--- config.mk ---
export PLATFORM = sky130hd
export DESIGN_NAME = dsp_peripheral_interrupt_regs
export DESIGN_NICKNAME = d
export VERILOG_FILES = /design/src/periph_regs_pkg.sv /design/src/dsp_peripheral_interrupt_regs.sv
export SDC_FILE = /design/constraint.sdc
export NUM_CORES = 1
export LEC_CHECK = 0
export BUFFER_PORTS_ARGS = -buffer_cell sky130_fd_sc_hd__clkbuf_2
export CAP_MARGIN = 10
export CORE_AREA = 10 10 143 132
export DETAILED_ROUTE_END_ITERATION = 10
export DIE_AREA = 0 0 153 142
export PLACE_DENSITY_LB_ADDON = 0.1
export SYNTH_ARGS = -nofsm -noshare
export SYNTH_HDL_FRONTEND = slang
export SYNTH_SLANG_ARGS = --single-unit
--- constraint.sdc ---
create_clock -name mclk -period 18.6 [get_ports mclk]
set_input_delay 3.72 -clock mclk [delete_from_list [all_inputs] [get_ports mclk]]
set_output_delay 3.72 -clock mclk [all_outputs]
set_load 0.02 [all_outputs]
--- src/periph_regs_pkg.sv ---
// constants for the processor peripheral register space: offsets, fields, resets, timing
// assumes a 16-bit word-addressed register bus on the processor side
`default_nettype none
package periph_regs_pkg;
	localparam logic [15:0] OFS_LAST_ACCESS  = 16'hC010;
	localparam logic [15:0] OFS_SERIAL_WORD  = 16'hC011;
	localparam logic [15:0] OFS_REQ_PIN_CTRL = 16'hC012;
	localparam logic [15:0] OFS_DAC_RATE_LO  = 16'hC013;
	localparam logic [15:0] OFS_DAC_RATE_HI  = 16'hC014;
	localparam logic [15:0] OFS_DAC_LEFT     = 16'hC015;
	localparam logic [15:0] OFS_DAC_RIGHT    = 16'hC016;
	localparam logic [15:0] OFS_PIN_DIR      = 16'hC017;
	localparam logic [15:0] OFS_PIN_IN       = 16'hC018;
	localparam logic [15:0] OFS_PIN_OUT      = 16'hC019;
	localparam logic [15:0] OFS_IRQ_MASK     = 16'hC01A;
	localparam logic [15:0] OFS_NEST_INC     = 16'hC01B;
	localparam logic [15:0] OFS_NEST_DEC     = 16'hC01C;
	localparam logic [15:0] OFS_NEST_COUNT   = 16'hC01D;
	// last-access fields
	localparam int          LAST_WRITE_BIT   = 4;
	localparam int          LAST_ADDR_MSB    = 3;
	// interrupt source bit positions
	localparam int          IRQ_TIMER1       = 7;
	localparam int          IRQ_TIMER0       = 6;
	localparam int          IRQ_UART_RX      = 5;
	localparam int          IRQ_UART_TX      = 4;
	localparam int          IRQ_MODULATOR    = 3;
	localparam int          IRQ_SERIAL_DATA  = 2;
	localparam int          IRQ_CONTROL_PORT = 1;
	localparam int          IRQ_DAC          = 0;
	// reset values
	localparam logic [15:0] RST_WORD         = 16'h0000;
	localparam logic [7:0]  RST_MASK         = 8'h00;
	localparam logic [4:0]  RST_NEST         = 5'h00;
	localparam logic [3:0]  RST_PIN          = 4'h0;
	// dac accumulator
	localparam int          DAC_ACC_BITS     = 26;
	localparam int          DAC_STEP_CYCLES  = 4;
	localparam logic [3:0]  DAC_HI_FIELD     = 4'hF;
	// most cycles before mask or nesting writes take hold
	localparam int          IRQ_LAG_MAX      = 6;
	localparam int          IRQ_LAG_USED     = 2;
endpackage
`default_nettype wire

--- src/dsp_peripheral_interrupt_regs.sv ---
// peripheral register space with interrupt mask, nesting counter, dac rate, gpio, serial data
// assumes single-cycle bus strobes from the core on mclk; pins are asynchronous, link events arrive on mclk
`default_nettype none
// Behaviour
// - last-access bit 4 is one after a control-port write, zero after a read
// - last-access bits 3:0 hold the most recent control-port register address
// - serial word returns last two data-port bytes, earlier byte high
// - every four cycles add (high&15)*65536 plus low into 26-bit accumulator
// - accumulator overflow captures left/right samples and raises dac request
// - direction bit 1 makes pin output, 0 makes it input
// - output values are kept while direction selects input
// - input-levels register reads sampled pin levels in bits 3:0
// - gpio never raises an interrupt request
// - enable bits gate sources: 7..0 timer1, timer0, rx, tx, modulator, data, control, dac
// - mask write takes effect within six cycles
// - any write to increment strobe adds one to nesting counter within six cycles
// - any write to decrement strobe subtracts one unless zero, within six cycles
// - nesting counter back at zero delivers enabled interrupts again
// - taking an interrupt adds one to nesting counter
// - nesting counter reads back current value; nonzero blocks all interrupts
module dsp_peripheral_interrupt_regs (
	// clock and reset
	input  wire logic        mclk,
	input  wire logic        sys_rst,
	// processor register bus
	input  wire logic [15:0] busAddr,
	input  wire logic        busWrite,
	input  wire logic        busRead,
	input  wire logic [15:0] busWdata,
	output logic      [15:0] busRdata,
	// interrupt to core
	output logic             irqRequest,
	output logic      [2:0]  irqVector,
	input  wire logic        irqTaken,
	// sources from other blocks (same clock, one-cycle pulses)
	input  wire logic [7:1]  srcEvent,
	// control port access event (same clock)
	input  wire logic        ctrlAccess,
	input  wire logic        ctrlAccessWrite,
	input  wire logic [3:0]  ctrlAccessAddr,
	// data serial port byte event (same clock)
	input  wire logic        dataByteValid,
	input  wire logic [7:0]  dataByte,
	// data request pin
	output logic             dataRequestPin,
	// dac sample outputs
	output logic      [15:0] dacLeftOut,
	output logic      [15:0] dacRightOut,
	output logic             dacSampleStrobe,
	// gpio pins
	input  wire logic [3:0]  gpioIn,
	output logic      [3:0]  gpioOut,
	output logic      [3:0]  gpioOe
);
	localparam int ACC = periph_regs_pkg::DAC_ACC_BITS;

	// elaboration guard: the two-bit phase counter only serves a four-cycle step
	if (periph_regs_pkg::DAC_STEP_CYCLES != 4 ||
			periph_regs_pkg::IRQ_LAG_USED > periph_regs_pkg::IRQ_LAG_MAX) begin : g_bad_config
		$error("unsupported timing constants");
	end

	// register state
	logic [5:0]     lastAccess, next_lastAccess;
	logic [15:0]    serialWord, next_serialWord;
	logic           reqPin, next_reqPin;
	logic [15:0]    rateLo, next_rateLo, rateHi, next_rateHi;
	logic [15:0]    left, next_left, right, next_right;
	logic [3:0]     pinDir, next_pinDir, pinOut, next_pinOut;
	logic [7:0]     mask, next_mask, maskLive, next_maskLive;
	logic [4:0]     nest, next_nest;
	logic [7:0]     pending, next_pending;
	logic [ACC-1:0] acc, next_acc;
	logic [1:0]     phase, next_phase;
	logic [15:0]    rdata, next_rdata;
	logic           irqQ, next_irqQ;
	logic [2:0]     vecQ, next_vecQ;
	logic [15:0]    dacL, next_dacL, dacR, next_dacR;
	logic           dacStb, next_dacStb;
	logic [3:0]     pinSync1, pinSync2;
	logic           dacOverflow;
	logic [ACC:0]   accSum;
	logic [7:0]     deliverable;
	logic [7:0]     eventsAll;

	// gpio pins pass two flops before use
	always_ff @(posedge mclk or posedge sys_rst) begin
		if (sys_rst) begin
			pinSync1 <= periph_regs_pkg::RST_PIN;
			pinSync2 <= periph_regs_pkg::RST_PIN;
		end else begin
			pinSync1 <= gpioIn;
			pinSync2 <= pinSync1;
		end
	end

	// dac rate accumulator, one step per four cycles
	always_comb begin
		accSum      = {1'b0, acc} + (ACC+1)'({rateHi[3:0] & periph_regs_pkg::DAC_HI_FIELD, rateLo});
		dacOverflow = (phase == 2'(periph_regs_pkg::DAC_STEP_CYCLES - 1)) && accSum[ACC];
		next_phase  = phase + 2'h1;
		next_acc    = (phase == 2'(periph_regs_pkg::DAC_STEP_CYCLES - 1)) ? accSum[ACC-1:0] : acc;
		next_dacL   = dacOverflow ? left : dacL;
		next_dacR   = dacOverflow ? right : dacR;
		next_dacStb = dacOverflow;
	end

	// register writes and side effects of the bus
	always_comb begin
		next_lastAccess = lastAccess;
		next_serialWord = serialWord;
		next_reqPin     = reqPin;
		next_rateLo     = rateLo;
		next_rateHi     = rateHi;
		next_left       = left;
		next_right      = right;
		next_pinDir     = pinDir;
		next_pinOut     = pinOut; // kept whatever direction says
		next_mask       = mask;
		next_nest       = nest;
		if (ctrlAccess)
			next_lastAccess = {1'b0, ctrlAccessWrite, ctrlAccessAddr};
		if (dataByteValid)
			next_serialWord = {serialWord[7:0], dataByte}; // earlier byte moves high
		if (busWrite) begin
			case (busAddr)
				periph_regs_pkg::OFS_REQ_PIN_CTRL: next_reqPin = busWdata[0];
				periph_regs_pkg::OFS_DAC_RATE_LO: next_rateLo = busWdata;
				periph_regs_pkg::OFS_DAC_RATE_HI: next_rateHi = busWdata;
				periph_regs_pkg::OFS_DAC_LEFT:    next_left   = busWdata;
				periph_regs_pkg::OFS_DAC_RIGHT:   next_right  = busWdata;
				periph_regs_pkg::OFS_PIN_DIR:     next_pinDir = busWdata[3:0];
				periph_regs_pkg::OFS_PIN_OUT:     next_pinOut = busWdata[3:0];
				periph_regs_pkg::OFS_IRQ_MASK:    next_mask   = busWdata[7:0];
				periph_regs_pkg::OFS_NEST_INC:    next_nest   = nest + 5'h01;
				periph_regs_pkg::OFS_NEST_DEC:    next_nest   = (nest == 5'h00) ? nest : nest - 5'h01;
				periph_regs_pkg::OFS_NEST_COUNT:  next_nest   = busWdata[4:0];
				default:                          next_nest   = nest;
			endcase
		end
		// taking an interrupt bumps the counter; it adds one on top of a bus write in the same cycle
		if (irqTaken && irqQ)
			next_nest = next_nest + 5'h01;
	end

	// pending, mask pipeline and delivery
	always_comb begin
		eventsAll     = {srcEvent, dacOverflow}; // gpio feeds no source
		next_maskLive = mask; // one extra stage keeps lag at two cycles
		next_pending  = pending | eventsAll;
		deliverable   = pending & maskLive;
		next_irqQ     = (deliverable != 8'h00) && (nest == 5'h00) && !(irqTaken && irqQ);
		next_vecQ     = vecQ;
		for (int i = 0; i < 8; i++) begin
			if (deliverable[i])
				next_vecQ = 3'(i); // highest index wins
		end
		if (irqTaken && irqQ)
			next_pending[vecQ] = eventsAll[vecQ]; // a new event in the same cycle wins over the clear
	end

	// read data mux
	always_comb begin
		next_rdata = periph_regs_pkg::RST_WORD;
		if (busRead) begin
			case (busAddr)
				periph_regs_pkg::OFS_LAST_ACCESS: next_rdata = {10'h000, lastAccess};
				periph_regs_pkg::OFS_SERIAL_WORD: next_rdata = serialWord;
				periph_regs_pkg::OFS_DAC_RATE_LO: next_rdata = rateLo;
				periph_regs_pkg::OFS_DAC_RATE_HI: next_rdata = rateHi;
				periph_regs_pkg::OFS_DAC_LEFT:    next_rdata = left;
				periph_regs_pkg::OFS_DAC_RIGHT:   next_rdata = right;
				periph_regs_pkg::OFS_PIN_DIR:     next_rdata = {12'h000, pinDir};
				periph_regs_pkg::OFS_PIN_IN:      next_rdata = {12'h000, pinSync2};
				periph_regs_pkg::OFS_PIN_OUT:     next_rdata = {12'h000, pinOut};
				periph_regs_pkg::OFS_IRQ_MASK:    next_rdata = {8'h00, mask};
				periph_regs_pkg::OFS_NEST_COUNT:  next_rdata = {11'h000, nest};
				default:                          next_rdata = periph_regs_pkg::RST_WORD;
			endcase
		end
	end

	// all state registers except the two pin synchronizer stages
	always_ff @(posedge mclk or posedge sys_rst) begin
		if (sys_rst) begin
			lastAccess <= 6'h00;
			serialWord <= periph_regs_pkg::RST_WORD;
			reqPin     <= 1'b0;
			rateLo     <= periph_regs_pkg::RST_WORD;
			rateHi     <= periph_regs_pkg::RST_WORD;
			left       <= periph_regs_pkg::RST_WORD;
			right      <= periph_regs_pkg::RST_WORD;
			pinDir     <= periph_regs_pkg::RST_PIN;
			pinOut     <= periph_regs_pkg::RST_PIN;
			mask       <= periph_regs_pkg::RST_MASK;
			maskLive   <= periph_regs_pkg::RST_MASK;
			nest       <= periph_regs_pkg::RST_NEST;
			pending    <= 8'h00;
			acc        <= '0;
			phase      <= 2'h0;
			rdata      <= periph_regs_pkg::RST_WORD;
			irqQ       <= 1'b0;
			vecQ       <= 3'h0;
			dacL       <= periph_regs_pkg::RST_WORD;
			dacR       <= periph_regs_pkg::RST_WORD;
			dacStb     <= 1'b0;
			gpioOut    <= periph_regs_pkg::RST_PIN;
			gpioOe     <= periph_regs_pkg::RST_PIN;
		end else begin
			lastAccess <= next_lastAccess;
			serialWord <= next_serialWord;
			reqPin     <= next_reqPin;
			rateLo     <= next_rateLo;
			rateHi     <= next_rateHi;
			left       <= next_left;
			right      <= next_right;
			pinDir     <= next_pinDir;
			pinOut     <= next_pinOut;
			mask       <= next_mask;
			maskLive   <= next_maskLive;
			nest       <= next_nest;
			pending    <= next_pending;
			acc        <= next_acc;
			phase      <= next_phase;
			rdata      <= next_rdata;
			irqQ       <= next_irqQ;
			vecQ       <= next_vecQ;
			dacL       <= next_dacL;
			dacR       <= next_dacR;
			dacStb     <= next_dacStb;
			gpioOut    <= next_pinOut;
			gpioOe     <= next_pinDir; // 1 drives the pin
		end
	end

	// outputs straight from flops
	assign busRdata        = rdata;
	assign irqRequest      = irqQ;
	assign irqVector       = vecQ;
	assign dataRequestPin  = reqPin;
	assign dacLeftOut      = dacL;
	assign dacRightOut     = dacR;
	assign dacSampleStrobe = dacStb;
endmodule
`default_nettype wire

==> flow_summary.ini, run 1 <==
[timing]
setup_slack_ps = 12530
final-max-slew-violation-count = 0
setup_tns_ps = 0
max_freq_ghz = 0.165
min_period_over_period = 0.327
rsz0062_at_grt = no
worst_hold_slack_ps = 349
fin_crit_ps = 6070
hold_viol = 0
fin_skew_ps = 14.9
relSlewSlack = 0.285
finalSetupViolCount = 0
tightest_slew_ps = 1070

[layout]
final_common_cell = dfrtp_1
area_delta_synth_final_pct = 15.2
nFillCells = 1133
fin_area_um2 = 11300
diodes = 0
nNetsFinal = 997
layout_common_cells = dfrtp_1, mux2_2, clkbuf_2
drive_above_1_share = 0.334
finalCoreUtilization = 0.714

[setup_path]
path_class = in -> reg
crit_buf_inv = 1
arrival_ps = 6450
cp_data_required_time_ps = 18970
start_kind = input pin
crit_chain = clkbuf_2 > or4b_1 > nor4_1 > nand3_1 > mux2_2
max_stage_delay_ps = 840
cp_slowest_cell = nand3_1
crit_path_end_kind = flop
cpLargestDelayFamily = simple AND/OR/NAND/NOR gates
crit_fanout = 16

[global_route]
antenna_found_initial = 0
overflow = 0
grt_max_degree = 130
track_usage = 0.226
grt_first_pass_wirelength_mm = 40.2
grt_pass1_vias = 7265

[logic_synthesis]
syn_avg_cell_area_um2 = 12.5
seq_area_frac_synth = 0.540
synth_edf_count = 0
yosysUniqueCellTypes = 70
async_flop_share = 1.00
ys.flop_type = dfrtp_1
synth_top_area_frac = 0.540
syn_nets = 876
synth.area.top_cells = dfrtp_1, mux2_2, ha_1, mux2_1, a21oi_1
synth_cells = 788
yosysWarnings = 0
yosys.area.top_type = dfrtp_1
synth-seq-cells = 212
syn_area_um2 = 9830

[clock_tree]
clockBufferDepth = 3
clkSinkCount = 212
cts-htree-levels = 1
cts_tree = done
numCtsBuffers = 22
path_clk_slew_ps = 60
cts_hold_buf = 0
clock_latency_ps = 500
cts_root_buf = clkbuf_16
cts_resized = 0
postCtsSetupBuffers = 0

[detailed_routing]
drt-pass1-iter-count = 6
first_iter_violations = 674
wirelength_mm = 24.9
via_per_inst = 6.27
wire_per_inst_um = 22.1
drc = 0
vias = 7080
ant_nets = 0

[floorplanning]
io_pins = 125
dieArea_um2 = 21700
fp-row-count = 44
start_util = 0.620
die_x_um = 153
die_h_um = 142
core_region_area_um2 = 15900

[power_and_ir_drop]
seqPwrFrac = 0.509
power.leakage_uw = 0.00560
power_switching_uw = 207
power.share.switching = 0.222
ir_drop_mv = 0.0710
combPwrFrac = 0.042
p_per_area_nw_per_um2 = 82.6
clockPowerShare = 0.449
p_int_uw = 727

[placement]
io_buffers = 124
place_ws_ps = 12060
place_area_um2 = 10600
gp_congestion = 0.902
hpwl_mm = 17.9

[job]
max_cap_viol_count = 0

[status]
status = finished, final reports clean

[min_path]
worstHoldPathType = reg -> reg
cells by family (layout without fill, tap and decap cells):
| group | count (synthesis) | in the layout | share of synthesized area |
|---|---|---|---|
| xor+xnor | 24 | 24 | 0.0214 |
| mux | 156 | 156 | 0.178 |
| flops | 212 | 212 | 0.540 |
| compound gates | 173 | 173 | 0.125 |
| fa+ha+maj | 25 | 25 | 0.0326 |
| simple gates | 148 | 148 | 0.0823 |
| buf+inv | 50 | 185 | 0.0214 |
layout make-up:
class / instances / area, um^2 / area share
multi-input cells: 526 / 4320 / 0.382
repair buffers: 131 / 673 / 0.0595
clock inverters: 8 / 78.8 / 0.00697
flip-flops and latches: 212 / 5310 / 0.469
clock buffers: 30 / 611 / 0.0540
well taps: 207 / 259 / 0.0229
inverters: 16 / 67.6 / 0.00597
metrics by stage:
stage | instances | total power, uW
final | 1130 | 935
after global routing | 1130 | 966
after CTS | 1129 | 941
after detailed placement | 1091 | 523
after global placement | 1091 | 522
after floorplan | 788 | 505
sequential cells by signal (all words and copies together) (netlist names), 5 cells and up:
name         count
rateHi          16
busRdata        16
right           16
nest             5
rateLo          16
dacRightOut     16
serialWord      16
maskLive         8
left            16
pending          8
mask             8
dacLeftOut      16
lastAccess       5
acc             26
power by group through the flow:
| stage | sequential (uW) | clock [uW] | combinational, uW |
|---|---|---|---|
| CTS | 476 | 425 | 39.7 |
| floorplan | 481 | 0 | 23.9 |
| detailed placement | 484 | 0 | 39.4 |
| global placement | 484 | 0 | 38.0 |
| global route | 476 | 445 | 44.1 |
| finish | 476 | 419 | 39.3 |
Yosys cell counts (all sizes together), types with 2 or more instances:
master / instances
nand4: 2
ha: 24
o2111ai: 3
xor2: 11
nand4b: 2
a22o: 5
a221oi: 9
and3: 4
mux2i: 8
a22oi: 28
mux2: 148
a222oi: 13
dfrtp: 212
or3: 3
xnor2: 13
clkbuf: 24
a32o: 2
o311ai: 3
nor2: 31
o2bb2ai: 2
or2: 2
inv: 16
buf: 10
o21a: 4
a211oi: 5
nor2b: 5
a31oi: 10
nand3b: 2
nor3: 22
or4b: 3
nor4: 5
a21oi: 43
a21o: 9
nand3: 17
nand2b: 7
o21ai: 22
o41ai: 2
o21bai: 4
or3b: 2
nand2: 36
and2: 2
per-layer routing:
layer / up-vias / share of wire / GRT usage
met3: 43 / 0.075 / 0.0496
met4: 0 / 0.018 / 0.0502
met5: - / 0 / 0
met2: 299 / 0.46 / 0.353
li1: 3210 / - / -
met1: 3528 / 0.44 / 0.318
path summary, 6_finish.rpt:
check                                       end  slack (ps)   startpoint  depth (start not counted)
min in group asynchronous        dacRightOut[0]        3410      sys_rst                          2
max in group asynchronous            rateHi[12]       13540      sys_rst                          3
worst max-delay path                  rateHi[7]       12530   busAddr[5]                          5
worst min register to register      pinSync2[3]         350  pinSync1[3]                          0
worst min-delay path                pinSync2[3]         350  pinSync1[3]                          0
worst max register to register  dacRightOut[11]       15110    rateLo[0]                         11
No activity file was read; power rests on OpenSTA's default activity.
==> run 2: changes to the inputs <==
- CORE_AREA: 10 10 143 132 -> 10 10 149 137
- DIE_AREA: 0 0 153 142 -> 0 0 159 147
- clock period: 18.6 -> 5.7 ns (I/O delays scaled with it)
==> run 2 against run 1 <==
Count of clock-buffer cells in the layout is the same. Register-to-register slack lost 13000 ps. Design area grew 1.4%. Sequential cell count is the same. Non-clock buffer count shrank 1. First-iteration DRC count shrank 20%. Worst hold slack gained 8.4 ps. Clock skew grew 11 ps. Clock power grew to 3.8 times the previous value. Routed wire length grew 3.2%. Die area grew 7.6%. Critical endpoint is now dacLeftOut[7].
==> flow_summary.ini, run 2 (synthesized netlist as in run 1, its figures left out) <==
[global_route]
grt_first_pass_wirelength_mm = 41.3
grt_max_degree = 184
grt_pass1_vias = 7311
overflow = 0
track_usage = 0.215
antenna_found_initial = 0

[setup_path]
crit_buf_inv = 2
cp_slowest_cell = a211oi_2
start_kind = flop
max_stage_delay_ps = 430
reg2reg_from = rateLo[0]
cp_data_required_time_ps = 6100
r2r_end = dacLeftOut[7]
rr_worst_depth = 11
crit_chain = ha_1 > inv_1 > fa_1 > nor2b_1 > o2111ai_1 > a211oi_1 > o221ai_1 > a211oi_2 > o2111ai_4 > buf_4 > mux2_1
arrival_ps = 3960
cpLargestDelayFamily = compound AO/OA/AOI/OAI gates
crit_fanout = 34
path_class = reg -> reg
r2r_slack_ps = 2140
crit_path_end_kind = flop

[floorplanning]
io_pins = 125
die_h_um = 147
fp-row-count = 46
die_x_um = 159
core_region_area_um2 = 17300
dieArea_um2 = 23400
start_util = 0.567

[layout]
area_delta_synth_final_pct = 16.8
nFillCells = 1341
top_register = acc
drive_above_1_share = 0.335
largest_reg_flops = 26
nNetsFinal = 996
layout_common_cells = dfrtp_1, mux2_2, clkbuf_2
diodes = 0
final_common_cell = dfrtp_1
finalCoreUtilization = 0.662

[detailed_routing]
via_per_inst = 6.12
met3RoutedLength_mm = 1.75
wirelength_mm = 25.7
route.met2.wl_mm = 11.9
drc = 0
first_iter_violations = 539
wl_met1_mm = 11.5
wire_per_inst_um = 22.1
drt-pass1-iter-count = 7
top_layer = met4
ant_nets = 0
vias = 7117

[timing]
setup_tns_ps = 0
max_freq_ghz = 0.281
finalSetupViolCount = 0
rsz0062_at_grt = no
final-max-slew-violation-count = 0
tightest_slew_ps = 1090
fin_skew_ps = 26.0
worst_hold_slack_ps = 357
relSlewSlack = 0.271
min_period_over_period = 0.625
fin_crit_ps = 3560
hold_viol = 0

[clock_tree]
clockBufferDepth = 3
numCtsBuffers = 22
cts-htree-levels = 1
path_clk_slew_ps = 60
clock_latency_ps = 520
cts_root_buf = clkbuf_16
cts_hold_buf = 0
postCtsSetupBuffers = 0
cts_tree = done
cts_resized = 0
clkSinkCount = 212

[power_and_ir_drop]
p_total_uw = 3260
ir_drop_mv = 0.241
p_per_area_nw_per_um2 = 284
power.leakage_uw = 0.00565

[placement]
io_buffers = 124
gp_congestion = 0.880
hpwl_mm = 18.3

[min_path]
min_from = pinSync1[1]
min_path_cells = 0
hold_end = pinSync2[1]
worstHoldPathType = reg -> reg

[status]
status = finished, final reports clean

[job]
max_cap_viol_count = 0
## run 2: worst reg2reg max path, stage by stage (launching register included)
cell and delay (ps):
dfrtp_1 410, ha_1 220, inv_1 70, fa_1 410, nor2b_1 210, o2111ai_1 150
a211oi_1 370, o221ai_1 330, a211oi_2 440, o2111ai_4 130, buf_4 310, mux2_1 420
## run 2: worst max-delay path by stage
stage / startpoint / end / cells after the start
floorplan: sys_rst / acc[0] / 1
global placement: busAddr[5] / busRdata[12] / 7
detailed placement: busAddr[5] / busRdata[15] / 7
CTS: rateLo[0] / dacLeftOut[7] / 11
global route: rateLo[0] / dacLeftOut[4] / 11
finish: rateLo[0] / dacLeftOut[7] / 11
## run 2: stage by stage
stage	setup WS, ps	std cells	instance area [um^2]
after global placement	1770	1123	10700
after floorplan	1800	788	9830
after CTS	2170	1162	11500
final	2140	1163	11500
after detailed placement	1680	1123	10700
after global routing	1970	1163	11500
## run 2: final cells by class
type	count	area, um^2	share of cell area
clock buffer	30	621	0.0541
clock inverter	9	184	0.0160
inverter	16	63.8	0.00556
multi-input combinational	526	4320	0.377
sequential	212	5310	0.462
tap	240	300	0.0262
timing repair buffer	130	678	0.0591
## run 2: per-layer routing
metal | GRT usage | vias up
met4 | 0.0468 | 0
met2 | 0.340 | 258
met3 | 0.0397 | 41
met5 | 0 | -
met1 | 0.303 | 3624
li1 | - | 3194
## run 2: where the power goes
group          switching (uW)  total [uW]  internal [uW]
combinational            81.5         129           48.0
sequential               22.8        1550           1530
clock                     586        1580            990
